==> config.mk <==
export PLATFORM = sky130hd
export DESIGN_NAME = mrr_responder
export DESIGN_NICKNAME = d
export VERILOG_FILES = /design/src/hdl/mrr_pkg.sv /design/src/hdl/mrr_regmem.sv /design/src/hdl/mrr_responder.sv
export SDC_FILE = /design/constraint.sdc
export NUM_CORES = 2
export LEC_CHECK = 0
export BUFFER_PORTS_ARGS = -buffer_cell sky130_fd_sc_hd__buf_2
export CAP_MARGIN = 10
export CORE_ASPECT_RATIO = 0.6
export CORE_MARGIN = 2
export CORE_UTILIZATION = 40
export CTS_CLUSTER_DIAMETER = 80
export DETAILED_ROUTE_END_ITERATION = 7
export PLACE_DENSITY = 0.61
export SYNTH_ARGS = -nofsm -noshare
export SYNTH_HDL_FRONTEND = slang
export SYNTH_HIERARCHICAL = 1
export SYNTH_SLANG_ARGS = --single-unit
==> constraint.sdc <==
create_clock -name core_clk -period 17.4 [get_ports core_clk]
set_clock_uncertainty 0.2 [all_clocks]
set_input_delay 2.61 -clock core_clk [delete_from_list [all_inputs] [get_ports core_clk]]
set_output_delay 2.61 -clock core_clk [all_outputs]
set_load 0.03 [all_outputs]
==> src/hdl/mrr_pkg.sv <==
/*
 Constants, types and helpers shared by the register responder and its
 testbench. Assumes one 20 MHz clock and a byte-wide request stream.
*/
// Functional notes
// - Every register carries exactly sixteen bits of data.
// - Wider values span consecutive registers, high word first.
// - Floats are single precision: one sign, eight exponent, 23 mantissa bits.
// - 16-bit types take one register; 32-bit ints and floats take two.
// - A malformed request gets an exception reply, not a normal one.
// - Unimplemented function code answers exception 01.
// - Any write while not in remote operation answers exception 01.
// - Unimplemented register address answers exception 02.
// - Start and length splitting a two-register value answers exception 02.
// - Write to a read-only register answers exception 02.
// - Written value outside its permitted range is refused with exception 03.
// - Function 03 returns the contents of several holding registers.
// - Function 06 updates one holding register.
// - Function 16 writes consecutive registers; client uses it for wide values.
// - Function 23 writes then reads registers in one transaction.
package mrr_pkg;
   localparam int WORD_BITS = 16;
   localparam int FLT_SIGN_BITS = 1;
   localparam int FLT_EXP_BITS = 8;
   localparam int FLT_MAN_BITS = 23;
   localparam int REGS_SHORT = 1;
   localparam int REGS_WIDE = 2;

   localparam logic [7:0] FC_READ = 8'h03;
   localparam logic [7:0] FC_INPUT = 8'h04;
   localparam logic [7:0] FC_WRITE1 = 8'h06;
   localparam logic [7:0] FC_WRITEN = 8'h10;
   localparam logic [7:0] FC_RDWR = 8'h17;
   localparam logic [7:0] EXC_FLAG = 8'h80;
   localparam logic [7:0] EXC_NONE = 8'h00;
   localparam logic [7:0] EXC_FUNC = 8'h01;
   localparam logic [7:0] EXC_ADDR = 8'h02;
   localparam logic [7:0] EXC_VALUE = 8'h03;

   localparam logic [3:0] HDR_LEN_READ = 4'h4;
   localparam logic [3:0] HDR_LEN_WRITE1 = 4'h2;
   localparam logic [3:0] HDR_LEN_WRITEN = 4'h5;
   localparam logic [3:0] HDR_LEN_RDWR = 4'h9;
   localparam logic [3:0] RSP_LEN_READ = 4'h2;
   localparam logic [3:0] RSP_LEN_WRITE = 4'h5;

   localparam logic [15:0] QTY_RD_MAX = 16'h007D;
   localparam logic [15:0] QTY_WN_MAX = 16'h007B;
   localparam logic [15:0] QTY_RW_MAX = 16'h0079;

   localparam logic [15:0] ADDR_RUN = 16'h0000;
   localparam logic [15:0] ADDR_ACT_SRC = 16'h0001;
   localparam logic [15:0] ADDR_ACT_VAL = 16'h0004;
   localparam logic [15:0] RUN_MAX = 16'h0001;
   localparam logic [15:0] ACT_SRC_MAX = 16'h0002;
   localparam logic [15:0] ACT_VAL_MIN = 16'hFF9C;
   localparam logic [15:0] ACT_VAL_MAX = 16'h0064;
   localparam logic [15:0] SETPOINT_ADDR = 16'h0002;

   localparam logic [15:0] FAULT_COMM = 16'hFA23;
   localparam logic [15:0] FAULT_NONE = 16'h0000;
   localparam int CLK_HZ = 20_000_000;
   localparam int WD_TICK_MS = 1;
   localparam int WD_TICK_CYCLES = CLK_HZ / 1000 * WD_TICK_MS;

   typedef enum logic [3:0] {
      S_FC, S_HDR, S_QTY, S_CHECK, S_DATA, S_DRAIN,
      S_RSP, S_FETCH, S_HI, S_LO, S_EXC
   } mrr_state_t;

   function automatic logic [3:0] mrr_hdr_len(input logic [7:0] fc);
      case (fc)
         FC_READ, FC_INPUT: mrr_hdr_len = HDR_LEN_READ;
         FC_WRITE1: mrr_hdr_len = HDR_LEN_WRITE1;
         FC_WRITEN: mrr_hdr_len = HDR_LEN_WRITEN;
         FC_RDWR: mrr_hdr_len = HDR_LEN_RDWR;
         default: mrr_hdr_len = 4'h0;
      endcase
   endfunction

   // Only integer registers have a checked range; floats pass unchanged
   function automatic logic mrr_value_ok(input logic [15:0] a,
                                         input logic [15:0] v);
      case (a)
         ADDR_RUN: mrr_value_ok = (v <= RUN_MAX);
         ADDR_ACT_SRC: mrr_value_ok = (v <= ACT_SRC_MAX);
         ADDR_ACT_VAL: mrr_value_ok = ($signed(v) >= $signed(ACT_VAL_MIN)) &&
                                      ($signed(v) <= $signed(ACT_VAL_MAX));
         default: mrr_value_ok = 1'b1;
      endcase
   endfunction
endpackage

==> src/hdl/mrr_regmem.sv <==
/*
 Holding-register store: one write port, one read port with registered
 read data. Assumes writes are already validated by the responder.
*/
`timescale 1ns/1ps
module mrr_regmem #(
   parameter int WORDS = 128,
   parameter int AW = 7
) (
   input wire logic core_clk, // Clock
   input wire logic srst, // Sync reset of the read register
   input wire logic we, // Write strobe
   input wire logic [AW-1:0] waddr, // Write index
   input wire logic [15:0] wdata, // Write word
   input wire logic [AW-1:0] raddr, // Read index
   output logic [15:0] rdata // Read word, one cycle after raddr
);
   logic [15:0] mem [WORDS];
   logic [15:0] rdata_d;

   always_comb begin
      rdata_d = mem[raddr];
   end

   always_ff @(posedge core_clk) begin
      if (we) begin
         mem[waddr] <= wdata;
      end
      if (srst) begin
         rdata <= 16'h0000;
      end else begin
         rdata <= rdata_d;
      end
   end
endmodule // mrr_regmem

==> src/hdl/mrr_responder.sv <==
/*
 Register-access responder: parses one request PDU from a byte stream,
 validates it, commits writes and streams back the reply; also keeps the
 setpoint watchdog. Assumes framing (MBAP header) is stripped outside.
*/
`timescale 1ns/1ps
module mrr_responder
   import mrr_pkg::*;
#(
   parameter int REG_WORDS = 128,
   parameter logic [REG_WORDS-1:0] IMPL_MASK = '1,
   parameter logic [REG_WORDS-1:0] RO_MASK = '0,
   parameter logic [REG_WORDS-1:0] PAIR_MASK = REG_WORDS'(8'h04),
   parameter int WD_TICK = mrr_pkg::WD_TICK_CYCLES
) (
   input wire logic core_clk, // 20 MHz clock
   input wire logic srst, // Sync reset, active high
   input wire logic req_valid, // Request byte valid
   input wire logic [7:0] req_data, // Request byte
   input wire logic req_last, // Last byte of the request PDU
   output logic req_ready, // Request byte accepted
   output logic rsp_valid, // Reply byte valid
   output logic [7:0] rsp_data, // Reply byte
   output logic rsp_last, // Last byte of the reply PDU
   input wire logic rsp_ready, // Reply byte taken
   input wire logic remote_mode, // Writes allowed
   input wire logic wd_enable, // Watchdog on
   input wire logic [15:0] wd_timeout_ms, // Watchdog timeout
   output logic wr_pulse, // One register committed
   output logic [15:0] wr_addr, // Committed address
   output logic [15:0] wr_data, // Committed word
   output logic comm_fault, // Watchdog fault, sticky
   output logic [15:0] fault_code // Fault number while faulted
);
   import mrr_pkg::*;
   localparam int AW = $clog2(REG_WORDS);

   mrr_state_t st_q, st_d;
   logic [7:0] fc_q, fc_d, err_q, err_d, hi_q, hi_d;
   logic [71:0] h_q, h_d;
   logic [3:0] cnt_q, cnt_d;
   logic [15:0] idx_q, idx_d, wv_q, wv_d;
   logic ck_wr_q, ck_wr_d, done_q, done_d, rdy_q, rdy_d;
   logic rv_q, rv_d, rl_q, rl_d, wp_q, wp_d;
   logic [7:0] rd_q, rd_d;
   logic [15:0] wa_q, wa_d, wdq_q, wdq_d;
   logic [15:0] rd_start, rd_qty, wr_start, wr_qty, sp_start, sp_qty;
   logic [7:0] bcnt, hb, e;
   logic has_read, is_write, take, can_push, oob, span_bad, last_sp;
   logic [16:0] cur;
   logic [AW-1:0] cur_ix;
   logic [15:0] wa_full, wvalue, rd_addr;
   logic wok, mem_we;
   logic [15:0] mem_rdata;

   assign take = req_valid && rdy_q;
   assign can_push = !rv_q || rsp_ready;
   assign has_read = (fc_q == FC_READ) || (fc_q == FC_RDWR);
   assign is_write = (fc_q == FC_WRITE1) || (fc_q == FC_WRITEN) ||
                     (fc_q == FC_RDWR);
   assign sp_start = ck_wr_q ? wr_start : rd_start;
   assign sp_qty = ck_wr_q ? wr_qty : rd_qty;
   assign cur = {1'b0, sp_start} + {1'b0, idx_q};
   assign cur_ix = cur[AW-1:0];
   assign oob = cur >= 17'(REG_WORDS);
   assign last_sp = idx_q == sp_qty - 16'h0001;
   // A span may neither begin on the low half nor end on the high half
   assign span_bad = oob || !IMPL_MASK[cur_ix] ||
                     (ck_wr_q && RO_MASK[cur_ix]) ||
                     ((idx_q == 16'h0000) && (cur != 17'h00000) &&
                      PAIR_MASK[cur_ix - 1'b1]) ||
                     (last_sp && PAIR_MASK[cur_ix]);
   assign wa_full = wr_start + idx_q;
   assign rd_addr = rd_start + idx_q;
   assign wvalue = {hi_q, req_data};
   assign wok = mrr_value_ok(wa_full, wvalue);

   // Request fields, big-endian as they arrive
   always_comb begin
      rd_start = 16'h0000;
      rd_qty = 16'h0000;
      wr_start = 16'h0000;
      wr_qty = 16'h0000;
      bcnt = 8'h00;
      case (fc_q)
         FC_READ, FC_INPUT: begin
            rd_start = h_q[31:16];
            rd_qty = h_q[15:0];
         end
         FC_WRITE1: begin
            wr_start = h_q[15:0];
            wr_qty = 16'h0001;
         end
         FC_WRITEN: begin
            wr_start = h_q[39:24];
            wr_qty = h_q[23:8];
            bcnt = h_q[7:0];
         end
         FC_RDWR: begin
            rd_start = h_q[71:56];
            rd_qty = h_q[55:40];
            wr_start = h_q[39:24];
            wr_qty = h_q[23:8];
            bcnt = h_q[7:0];
         end
         default: ;
      endcase
   end

   always_comb begin
      st_d = st_q;
      fc_d = fc_q;
      err_d = err_q;
      hi_d = hi_q;
      h_d = h_q;
      cnt_d = cnt_q;
      idx_d = idx_q;
      wv_d = wv_q;
      ck_wr_d = ck_wr_q;
      done_d = done_q;
      rv_d = rv_q && !rsp_ready;
      rd_d = rd_q;
      rl_d = rl_q;
      wp_d = 1'b0;
      wa_d = wa_q;
      wdq_d = wdq_q;
      mem_we = 1'b0;
      e = EXC_NONE;
      hb = fc_q;
      case (st_q)
         S_FC: if (take) begin
            fc_d = req_data;
            h_d = 72'h0;
            cnt_d = 4'h0;
            err_d = EXC_NONE;
            done_d = req_last;
            if (mrr_hdr_len(req_data) == 4'h0) begin
               err_d = EXC_FUNC;
               st_d = req_last ? S_EXC : S_DRAIN;
            end else if (req_last) begin
               err_d = EXC_VALUE;
               st_d = S_EXC;
            end else begin
               st_d = S_HDR;
            end
         end
         S_HDR: if (take) begin
            h_d = {h_q[63:0], req_data};
            cnt_d = cnt_q + 4'h1;
            if (cnt_q == mrr_hdr_len(fc_q) - 4'h1) begin
               done_d = req_last;
               st_d = S_QTY;
            end else if (req_last) begin
               err_d = EXC_VALUE;
               done_d = 1'b1;
               st_d = S_EXC;
            end
         end
         S_QTY: begin
            if (is_write && !remote_mode) e = EXC_FUNC;
            else if (fc_q == FC_INPUT) e = EXC_ADDR;
            else if (has_read && (rd_qty == 16'h0000 || rd_qty > QTY_RD_MAX))
               e = EXC_VALUE;
            else if (fc_q == FC_WRITEN &&
                     (wr_qty == 16'h0000 || wr_qty > QTY_WN_MAX))
               e = EXC_VALUE;
            else if (fc_q == FC_RDWR &&
                     (wr_qty == 16'h0000 || wr_qty > QTY_RW_MAX))
               e = EXC_VALUE;
            else if (fc_q != FC_WRITE1 && is_write &&
                     {8'h00, bcnt} != {wr_qty[14:0], 1'b0})
               e = EXC_VALUE;
            else if (is_write == done_q) e = EXC_VALUE;
            err_d = e;
            idx_d = 16'h0000;
            ck_wr_d = !has_read;
            if (e != EXC_NONE) st_d = done_q ? S_EXC : S_DRAIN;
            else st_d = S_CHECK;
         end
         S_CHECK: begin
            idx_d = idx_q + 16'h0001;
            if (span_bad) begin
               err_d = EXC_ADDR;
               st_d = done_q ? S_EXC : S_DRAIN;
            end else if (last_sp && !ck_wr_q && is_write) begin
               ck_wr_d = 1'b1;
               idx_d = 16'h0000;
            end else if (last_sp) begin
               idx_d = 16'h0000;
               cnt_d = 4'h0;
               st_d = is_write ? S_DATA : S_RSP;
            end
         end
         S_DATA: if (take) begin
            cnt_d[0] = !cnt_q[0];
            if (!cnt_q[0]) begin
               hi_d = req_data;
               if (req_last) begin
                  if (err_q == EXC_NONE) err_d = EXC_VALUE;
                  st_d = S_EXC;
               end
            end else begin
               // Words commit as they arrive; a refused word stops the rest
               wv_d = wvalue;
               idx_d = idx_q + 16'h0001;
               if (err_q == EXC_NONE && wok) begin
                  mem_we = 1'b1;
                  wp_d = 1'b1;
                  wa_d = wa_full;
                  wdq_d = wvalue;
               end else if (err_q == EXC_NONE) begin
                  err_d = EXC_VALUE;
               end
               if (idx_q == wr_qty - 16'h0001 && req_last) begin
                  idx_d = 16'h0000;
                  cnt_d = 4'h0;
                  st_d = (err_d == EXC_NONE) ? S_RSP : S_EXC;
               end else if (idx_q == wr_qty - 16'h0001 || req_last) begin
                  if (err_d == EXC_NONE) err_d = EXC_VALUE;
                  st_d = req_last ? S_EXC : S_DRAIN;
               end
            end
         end
         S_DRAIN: if (take && req_last) begin
            cnt_d = 4'h0;
            st_d = S_EXC;
         end
         S_EXC: if (can_push) begin
            rv_d = 1'b1;
            rd_d = (cnt_q == 4'h0) ? (fc_q | EXC_FLAG) : err_q;
            rl_d = cnt_q != 4'h0;
            cnt_d = cnt_q + 4'h1;
            if (cnt_q != 4'h0) st_d = S_FC;
         end
         S_RSP: begin
            case (cnt_q)
               4'h0: hb = fc_q;
               4'h1: hb = has_read ? {rd_qty[6:0], 1'b0} : wr_start[15:8];
               4'h2: hb = wr_start[7:0];
               4'h3: hb = (fc_q == FC_WRITE1) ? wv_q[15:8] : wr_qty[15:8];
               default: hb = (fc_q == FC_WRITE1) ? wv_q[7:0] : wr_qty[7:0];
            endcase
            if (can_push) begin
               rv_d = 1'b1;
               rd_d = hb;
               cnt_d = cnt_q + 4'h1;
               rl_d = 1'b0;
               if (cnt_q == (has_read ? RSP_LEN_READ : RSP_LEN_WRITE) - 4'h1)
               begin
                  rl_d = !has_read;
                  st_d = has_read ? S_FETCH : S_FC;
               end
            end
         end
         S_FETCH: st_d = S_HI;
         S_HI: if (can_push) begin
            rv_d = 1'b1;
            rd_d = mem_rdata[15:8];
            rl_d = 1'b0;
            st_d = S_LO;
         end
         S_LO: if (can_push) begin
            rv_d = 1'b1;
            rd_d = mem_rdata[7:0];
            rl_d = idx_q == rd_qty - 16'h0001;
            idx_d = idx_q + 16'h0001;
            st_d = (idx_q == rd_qty - 16'h0001) ? S_FC : S_FETCH;
         end
         default: st_d = S_FC;
      endcase
      // Header and span walks leave the counter mid-way; restart it so
      // every exception reply opens with its echoed function code
      if (st_d == S_EXC && st_q != S_EXC) cnt_d = 4'h0;
      rdy_d = (st_d == S_FC) || (st_d == S_HDR) || (st_d == S_DATA) ||
              (st_d == S_DRAIN);
   end

   always_ff @(posedge core_clk) begin
      if (srst) begin
         st_q <= S_FC;
         fc_q <= 8'h00;
         err_q <= EXC_NONE;
         hi_q <= 8'h00;
         h_q <= 72'h0;
         cnt_q <= 4'h0;
         idx_q <= 16'h0000;
         wv_q <= 16'h0000;
         ck_wr_q <= 1'b0;
         done_q <= 1'b0;
         rdy_q <= 1'b0;
         rv_q <= 1'b0;
         rd_q <= 8'h00;
         rl_q <= 1'b0;
         wp_q <= 1'b0;
         wa_q <= 16'h0000;
         wdq_q <= 16'h0000;
      end else begin
         st_q <= st_d;
         fc_q <= fc_d;
         err_q <= err_d;
         hi_q <= hi_d;
         h_q <= h_d;
         cnt_q <= cnt_d;
         idx_q <= idx_d;
         wv_q <= wv_d;
         ck_wr_q <= ck_wr_d;
         done_q <= done_d;
         rdy_q <= rdy_d;
         rv_q <= rv_d;
         rd_q <= rd_d;
         rl_q <= rl_d;
         wp_q <= wp_d;
         wa_q <= wa_d;
         wdq_q <= wdq_d;
      end
   end

   mrr_regmem #(.WORDS(REG_WORDS), .AW(AW)) u_mem (
      .core_clk(core_clk),
      .srst(srst),
      .we(mem_we),
      .waddr(wa_full[AW-1:0]),
      .wdata(wvalue),
      .raddr(rd_addr[AW-1:0]),
      .rdata(mem_rdata)
   );

   // Setpoint watchdog; either half of the float setpoint re-arms it
   logic [23:0] pre_q, pre_d;
   logic [15:0] ms_q, ms_d, fc_code_d;
   logic flt_q, flt_d, tick, sp_wr, expire;

   assign tick = pre_q == 24'(WD_TICK - 1);
   assign sp_wr = mem_we && (wa_full == SETPOINT_ADDR ||
                             wa_full == SETPOINT_ADDR + 16'h0001);
   assign expire = wd_enable && tick && !sp_wr &&
                   ({1'b0, ms_q} + 17'h00001 >= {1'b0, wd_timeout_ms});

   always_comb begin
      pre_d = tick ? 24'h000000 : pre_q + 24'h000001;
      ms_d = (tick && ms_q != 16'hFFFF) ? ms_q + 16'h0001 : ms_q;
      if (sp_wr || !wd_enable) begin
         pre_d = 24'h000000;
         ms_d = 16'h0000;
      end
      flt_d = expire || (flt_q && !sp_wr);
      fc_code_d = flt_d ? FAULT_COMM : FAULT_NONE;
   end

   always_ff @(posedge core_clk) begin
      if (srst) begin
         pre_q <= 24'h000000;
         ms_q <= 16'h0000;
         flt_q <= 1'b0;
         fault_code <= FAULT_NONE;
      end else begin
         pre_q <= pre_d;
         ms_q <= ms_d;
         flt_q <= flt_d;
         fault_code <= fc_code_d;
      end
   end

   assign req_ready = rdy_q;
   assign rsp_valid = rv_q;
   assign rsp_data = rd_q;
   assign rsp_last = rl_q;
   assign wr_pulse = wp_q;
   assign wr_addr = wa_q;
   assign wr_data = wdq_q;
   assign comm_fault = flt_q;
endmodule // mrr_responder

# Word level (Yosys, flattened, before mapping)
# Memory sizes are Yosys's and may differ from the RTL's. A register that Yosys moved wholly into a read port is not among the register bits.
# Cells that the tools add are included.
# op_classes
addsub	14
order_cmp	11
eq_ne	62
mux	129
bitwise_logic	1
reduce_logical	91
# ops
cell	count
$mux W8	26
$mux W16	10
$mux W4	38
$mux W72	2
$pmux W72 S2	1
$pmux W16 S2	4
$logic_not A16 Y1	4
$pmux W16 S4	1
$pmux W8 S4	2
$eq A16 B16 Y1	3
$gt A16 B7 Y1 const B	3
$sub A16 B1 Y16 const B	3
$pmux W4 S11	1
$pmux W8 S5	1
$ne A2 B2 Y1 const B	17
$add A16 B1 Y16 const B	2
$eq A16 B2 Y1 const B	2
$eq A8 B3 Y1 const B	4
$eq A8 B5 Y1 const B	4
$pmux W4 S4	2
$logic_and A1 B1 Y1	25
$add A24 B1 Y24 const B	1
$eq A24 B15 Y1 const B	1
$eq A4 B3 Y1 const B	6
57 further kinds	145
# word_totals
ff_bits	239
ramBits	2048
romBits	512
wordCells	335
n_memories	5
# mem_list
name	depth	word_bits	rd	rd_clocked_by_memory_dff	wr	line_no	rtl
u_mem.mem	128	16	1	1	1	mrr_regmem.sv:18	logic [15:0] mem [WORDS];
(name not given)	128	1	1	0	0	mrr_responder.sv:72	(last_sp && PAIR_MASK[cur_ix]);
(name not given)	128	1	1	0	0	mrr_responder.sv:71	PAIR_MASK[cur_ix - 1'b1]) ||
(name not given)	128	1	1	0	0	mrr_responder.sv:69	(ck_wr_q && RO_MASK[cur_ix]) ||
(name not given)	128	1	1	0	0	mrr_responder.sv:68	assign span_bad = oob || !IMPL_MASK[cur_ix] ||

# Logic depth before layout (Yosys ltp)
# logic_depth
depth_word	21
depth_mapped	26
depth_no_buf	20

# Cells and area by module
# Netlist, hierarchy kept.
# by_module_without_submodules
module	n_inst	cells_per_inst	area_each_um2	seq_area_each_um2
mrr_regmem	1	3847	79795.3	61819.3
mrr_responder	1	2346	17638.2	4464.3

# Worst setup path before layout
# Ideal clock, no wire load.
# synth_path
path_type	register to register
startpoint	reg fc_q[0]
endpoint	mem u_mem.mem[98][0] (enable)
setup_ns	0.409
arrival_ns	6.358
t_required_ns	16.791
slack_ns	10.432
stages_incl_launch_ff	24
path_buffers	7
synth_period_minus_slack_ns	6.968
path_cell_list	dfxtp_1 > buf_6 > or4b_4 > a21oi_4 > buf_6 > buf_4 > buf_2 > buf_1 > a22o_1 > ha_1 > clkbuf_1 > a21oi_1 > o21bai_1 > a21oi_1 > o21bai_1 > a21o_1 > or4_1 > a41o_1 > a41oi_1 > nand2_1 > inv_2 > clkbuf_1 > nand4_1 > nor3_1
# synth_via
elab_chain_len	13
word_cells_on_any_way	17
# synth_lines
item	line_no	rtl
from (decl)	mrr_responder.sv:39	logic [7:0] fc_q, fc_d, err_q, err_d, hi_q, hi_d;
from (signal assigned)	mrr_responder.sv:281	fc_q <= 8'h00;
from (signal assigned)	mrr_responder.sv:299	fc_q <= fc_d;
$eq A8 B5 Y1	mrr_responder.sv:85	case (fc_q)
$reduce_or A2 Y1 (no source line)	n/a	
$pmux W16 S2 *	mrr_responder.sv:85	
$add A16 B16 Y16 *	mrr_responder.sv:73	assign wa_full = wr_start + idx_q;
$eq A16 B3 Y1 (tied with other cells)	mrr_pkg.sv:84	case (a)
$pmux W1 S3 *	mrr_pkg.sv:84	
$logic_and A1 B1 Y1 *	mrr_responder.sv:206	if (err_q == EXC_NONE && wok) begin
$mux W1 *	mrr_responder.sv:206	
$mux W1 *	mrr_responder.sv:196	if (!cnt_q[0]) begin
$mux W1 *	mrr_responder.sv:194	S_DATA: if (take) begin
$mux W1 *	mrr_responder.sv:130	case (st_q)
named net mem_we	mrr_responder.sv:53	logic wok, mem_we;
$mux W1 *	mrr_regmem.sv:26	if (we) begin
$mux W1 (implied by the code) *	mrr_regmem.sv:27	mem[waddr] <= wdata;
to (decl)	mrr_regmem.sv:18	
# Mark *: on every way through the listed nets, which the timed path passes. The rest lies on a longest branch.

# Final worst setup path
# layout_path
startpoint	reg fc_q[2]
endpoint	reg u_mem.rdata[8] (read register of u_mem.mem)
# layout_via
elab_chain_len	4
word_cells_on_any_way	6
# layout_lines
item	line_no	rtl
$eq A8 B2 Y1 / $eq A8 B3 Y1 (equally long branches)	mrr_responder.sv:85	
$reduce_or A2 Y1	mrr_responder.sv:85	
$pmux W16 S2 *	mrr_responder.sv:85	
$add A7 B7 Y7 *	mrr_responder.sv:74	assign rd_addr = rd_start + idx_q;
named net rd_addr[0]	mrr_responder.sv:52	logic [15:0] wa_full, wvalue, rd_addr;
to (decl)	mrr_regmem.sv:16	output logic [15:0] rdata
# Marks and branches as above.
# A chain may end at the register's enable or synchronous reset.

==> impl_metrics.toml <==
[yosys]
synth-compound-area-share_pct = 7.16
synth-async-reset-ratio_pct = 0
syn_area_um2 = 97400
syn_inst = 6193
synth_top_area_cell = "edfxtp_1"
synthTopCellsByArea = "edfxtp_1 63%, mux4_2 8.4%, dfxtp_1 4.9%"
synth.ff_latch_count = 2287
synth-seq-area-share_pct = 68.0
synthSimpleGateAreaFrac_pct = 6.94
ys.flop_type = "edfxtp_1"
synth_xor_area_share_pct = 1.37
synth_edf_count = 2048
synthTopCellsByCount = "2048 x edfxtp_1, 399 x mux2i_1, 374 x nor2_1, 365 x mux4_2, 337 x nand2_1"
synth_top_area_share_pct = 63.1
synth_most_common_cell = "edfxtp_1"
synth_warnings = 6
synthAdderAreaFrac_pct = 0.899
yosys.cell_types.count = 115
synth.avg_cell_area_um2 = 15.7
synthMuxAreaShare_pct = 13.3
synth_top_family_by_area = "multiplexers"

[routing]
drt_iter0_markers = 9417
vias = 60416
dr.pass1.iters = 6
routed_wl_um = 312000
wire_per_inst_um = 31.9
via_per_inst = 6.17
ant_nets = 0
remaining_drc_errors = 0

[clock_network]
post_cts_resized = 0
postCtsSetupBuffers = 0
clock_path_buffers = 4
cts_sinks = 2287
clkLatencyLatePin_ns = 0.90
ctsHoldBuffers = 0
cts-buffers-inserted = 209
clk_pin_slew_ns = 0.08
htreeDepth = 4
cts_tree = "done"
cts-root-buf = "clkbuf_16"

[global_route]
grt_use_met2_pct = 30.7
antenna_found_initial = 26
met3_usage_pct = 9.07
grt_pass1_wl_um = 435000
grtUsageTotal_pct = 24.7
grt_max_degree = 113
grt_pass1_vias = 55223
top_usage_layer = "met1"
use_met1_pct = 40.0
grt-ovfl-total = 0

[floorplanning]
pin_count = 92
design.core.area_um2 = 242000
die_w_um = 641
start_util_pct = 40.2
die_area_um2 = 248000
chipHeight_um = 386
rows = 140

[setup_path]
max_stage_delay_ns = 1.04
cp-end-kind = "flop"
critPathKind = "flop to flop"
crit_slowest_cell = "nor4_1"
required_ns = 17.92
path_cells = "buf_4 -> nor4b_4 -> nor2_1 -> nor2_1 -> buf_4 -> a22o_1 -> ha_4 -> buf_12 -> buf_12 -> buf_4 -> mux4_2 -> mux2_2 -> a22oi_1 -> o211ai_1 -> nor4_1 -> a31oi_1"
timing.critical_path.mode_cell = "buf_4"
crit_path_max_fanout = 100
cp.arrival_ns = 9.03
start_kind = "flop"

[final_layout]
syn_to_final_growth_pct = 11.9
multi_input_area_um2 = 29200
drive_gt1_share_pct = 18.5
final_nets = 6464
final_cells = 9789
largest_register_ffs = 2048
regMostFlops = "u_mem/mem"
regArea_um2 = 66300
num-fill-cells = 21197
final_util_pct = 45.0
largestRegisters = "u_mem/mem x2048, h_q x72, pre_q x24"

[sta]
rsz0062_at_grt = "false"
setup_viol = 0
finalSetupTns_ns = 0
maxSlewHeadroom_pct = 2.55
drv_slew = 0
max_slew.worst_pin.slew_ns = 1.45
period_share_pct = 48.9
hold_viol = 0
fmax_mhz = 118
fin_crit_ns = 8.50

[placed_design]
dp_hpwl_um = 206000
placed_cells = 9418
gp_congestion = 1.03
io_buffers = 84

[pwr]
ir_drop_uv = 86.1
power.density_nw_per_um2 = 107
total_power_w = 0.0116
p_leak_nw = 35.0

[flow_run]
maxCapViolCount = 0

[worst_hold_path]
hold_path_class = "flop to flop"

[outcome]
run_status = "completed"
[power by group]
group / switching, W / internal (W) / leakage, nW
clock network: 0.00206 / 0.00248 / 3.18
logic: 0.000729 / 0.000306 / 10.2
registers: 0.0000575 / 0.00599 / 21.6
[layer usage]
layer / wire (µm) / up-vias / share of wire [%]
li1: - / 24965 / -
met1: 143000 / 31318 / 46
met2: 118000 / 3672 / 38
met3: 45000 / 449 / 14
met4: 6630 / 12 / 2.1
met5: 230 / - / 0.074
[cell usage in the layout (no fill, tap or decap), types with 42 or more instances in the layout]
master / instances
edfxtp_1: 2048
mux2i_1: 399
mux4_2: 365
nor2_1: 355
nand2_1: 337
buf_4: 277
a21oi_1: 270
dfxtp_1: 230
clkbuf_16: 211
nand3_1: 186
a22oi_1: 166
o21ai_0: 105
xnor2_1: 80
buf_2: 77
a31oi_1: 73
mux2_2: 67
ha_1: 65
xor2_1: 64
inv_1: 63
and3_1: 57
nor4_1: 54
nor3_1: 53
a221oi_1: 51
nand4_1: 45
o211ai_1: 42
[cell families (layout without fill, tap and decap cells)]
kind of cell,after synthesis,in the layout
AND/OR/NAND/NOR,1357,1357
adder cells (fa/ha/maj),69,69
other,1,10
XOR/XNOR,151,151
multiplexers,831,831
flip-flops,2287,2287
AO/OA/AOI/OAI,1020,1020
buffers and inverters,477,798
[cell type report]
cell class | instances | share of cell area (%)
sequential | 2287 | 60.8
multi-input combinational | 3435 | 26.8
clock buffer | 255 | 5.04
tap | 3266 | 3.75
timing repair buffer | 365 | 2.41
clock inverter | 111 | 0.950
inverter | 67 | 0.231
antenna | 3 | 0.00688
[path summary, 6_finish.rpt]
| path | start | endpoint | slack, ns | cells past startpoint |
|---|---|---|---|---|
| max | fc_q[2]$_SDFFE_PP0P_ | u_mem/rdata[8]$_SDFF_PP0_ | 8.90 | 16 |
| min | pre_q[0]$_SDFF_PP0_ | pre_q[0]$_SDFF_PP0_ | 0.24 | 1 |
| max reg2reg | fc_q[2]$_SDFFE_PP0P_ | u_mem/rdata[8]$_SDFF_PP0_ | 8.90 | 16 |
| min reg2reg | pre_q[0]$_SDFF_PP0_ | pre_q[0]$_SDFF_PP0_ | 0.24 | 1 |
[worst max-delay path: cells and delay by family, from the launching register on]
family,cells,cell delay [ns]
AO/OA/AOI/OAI,4,1.29
adder cells (fa/ha/maj),1,0.63
buffers and inverters,5,2.45
flip-flops,1,0.32
multiplexers,2,0.90
AND/OR/NAND/NOR,4,2.36
[stage by stage]
stage	hold WS [ns]	setup WS (ns)	area [µm²]
2_1_floorplan	0.213	10.43	97500
3_3_place_gp	0.229	9.10	103000
3_5_place_dp	0.231	9.08	103000
4_1_cts	0.241	9.10	109000
5_1_grt	0.276	8.57	109000
6_report	0.240	8.90	109000
(Power assumes the default switching activity.)
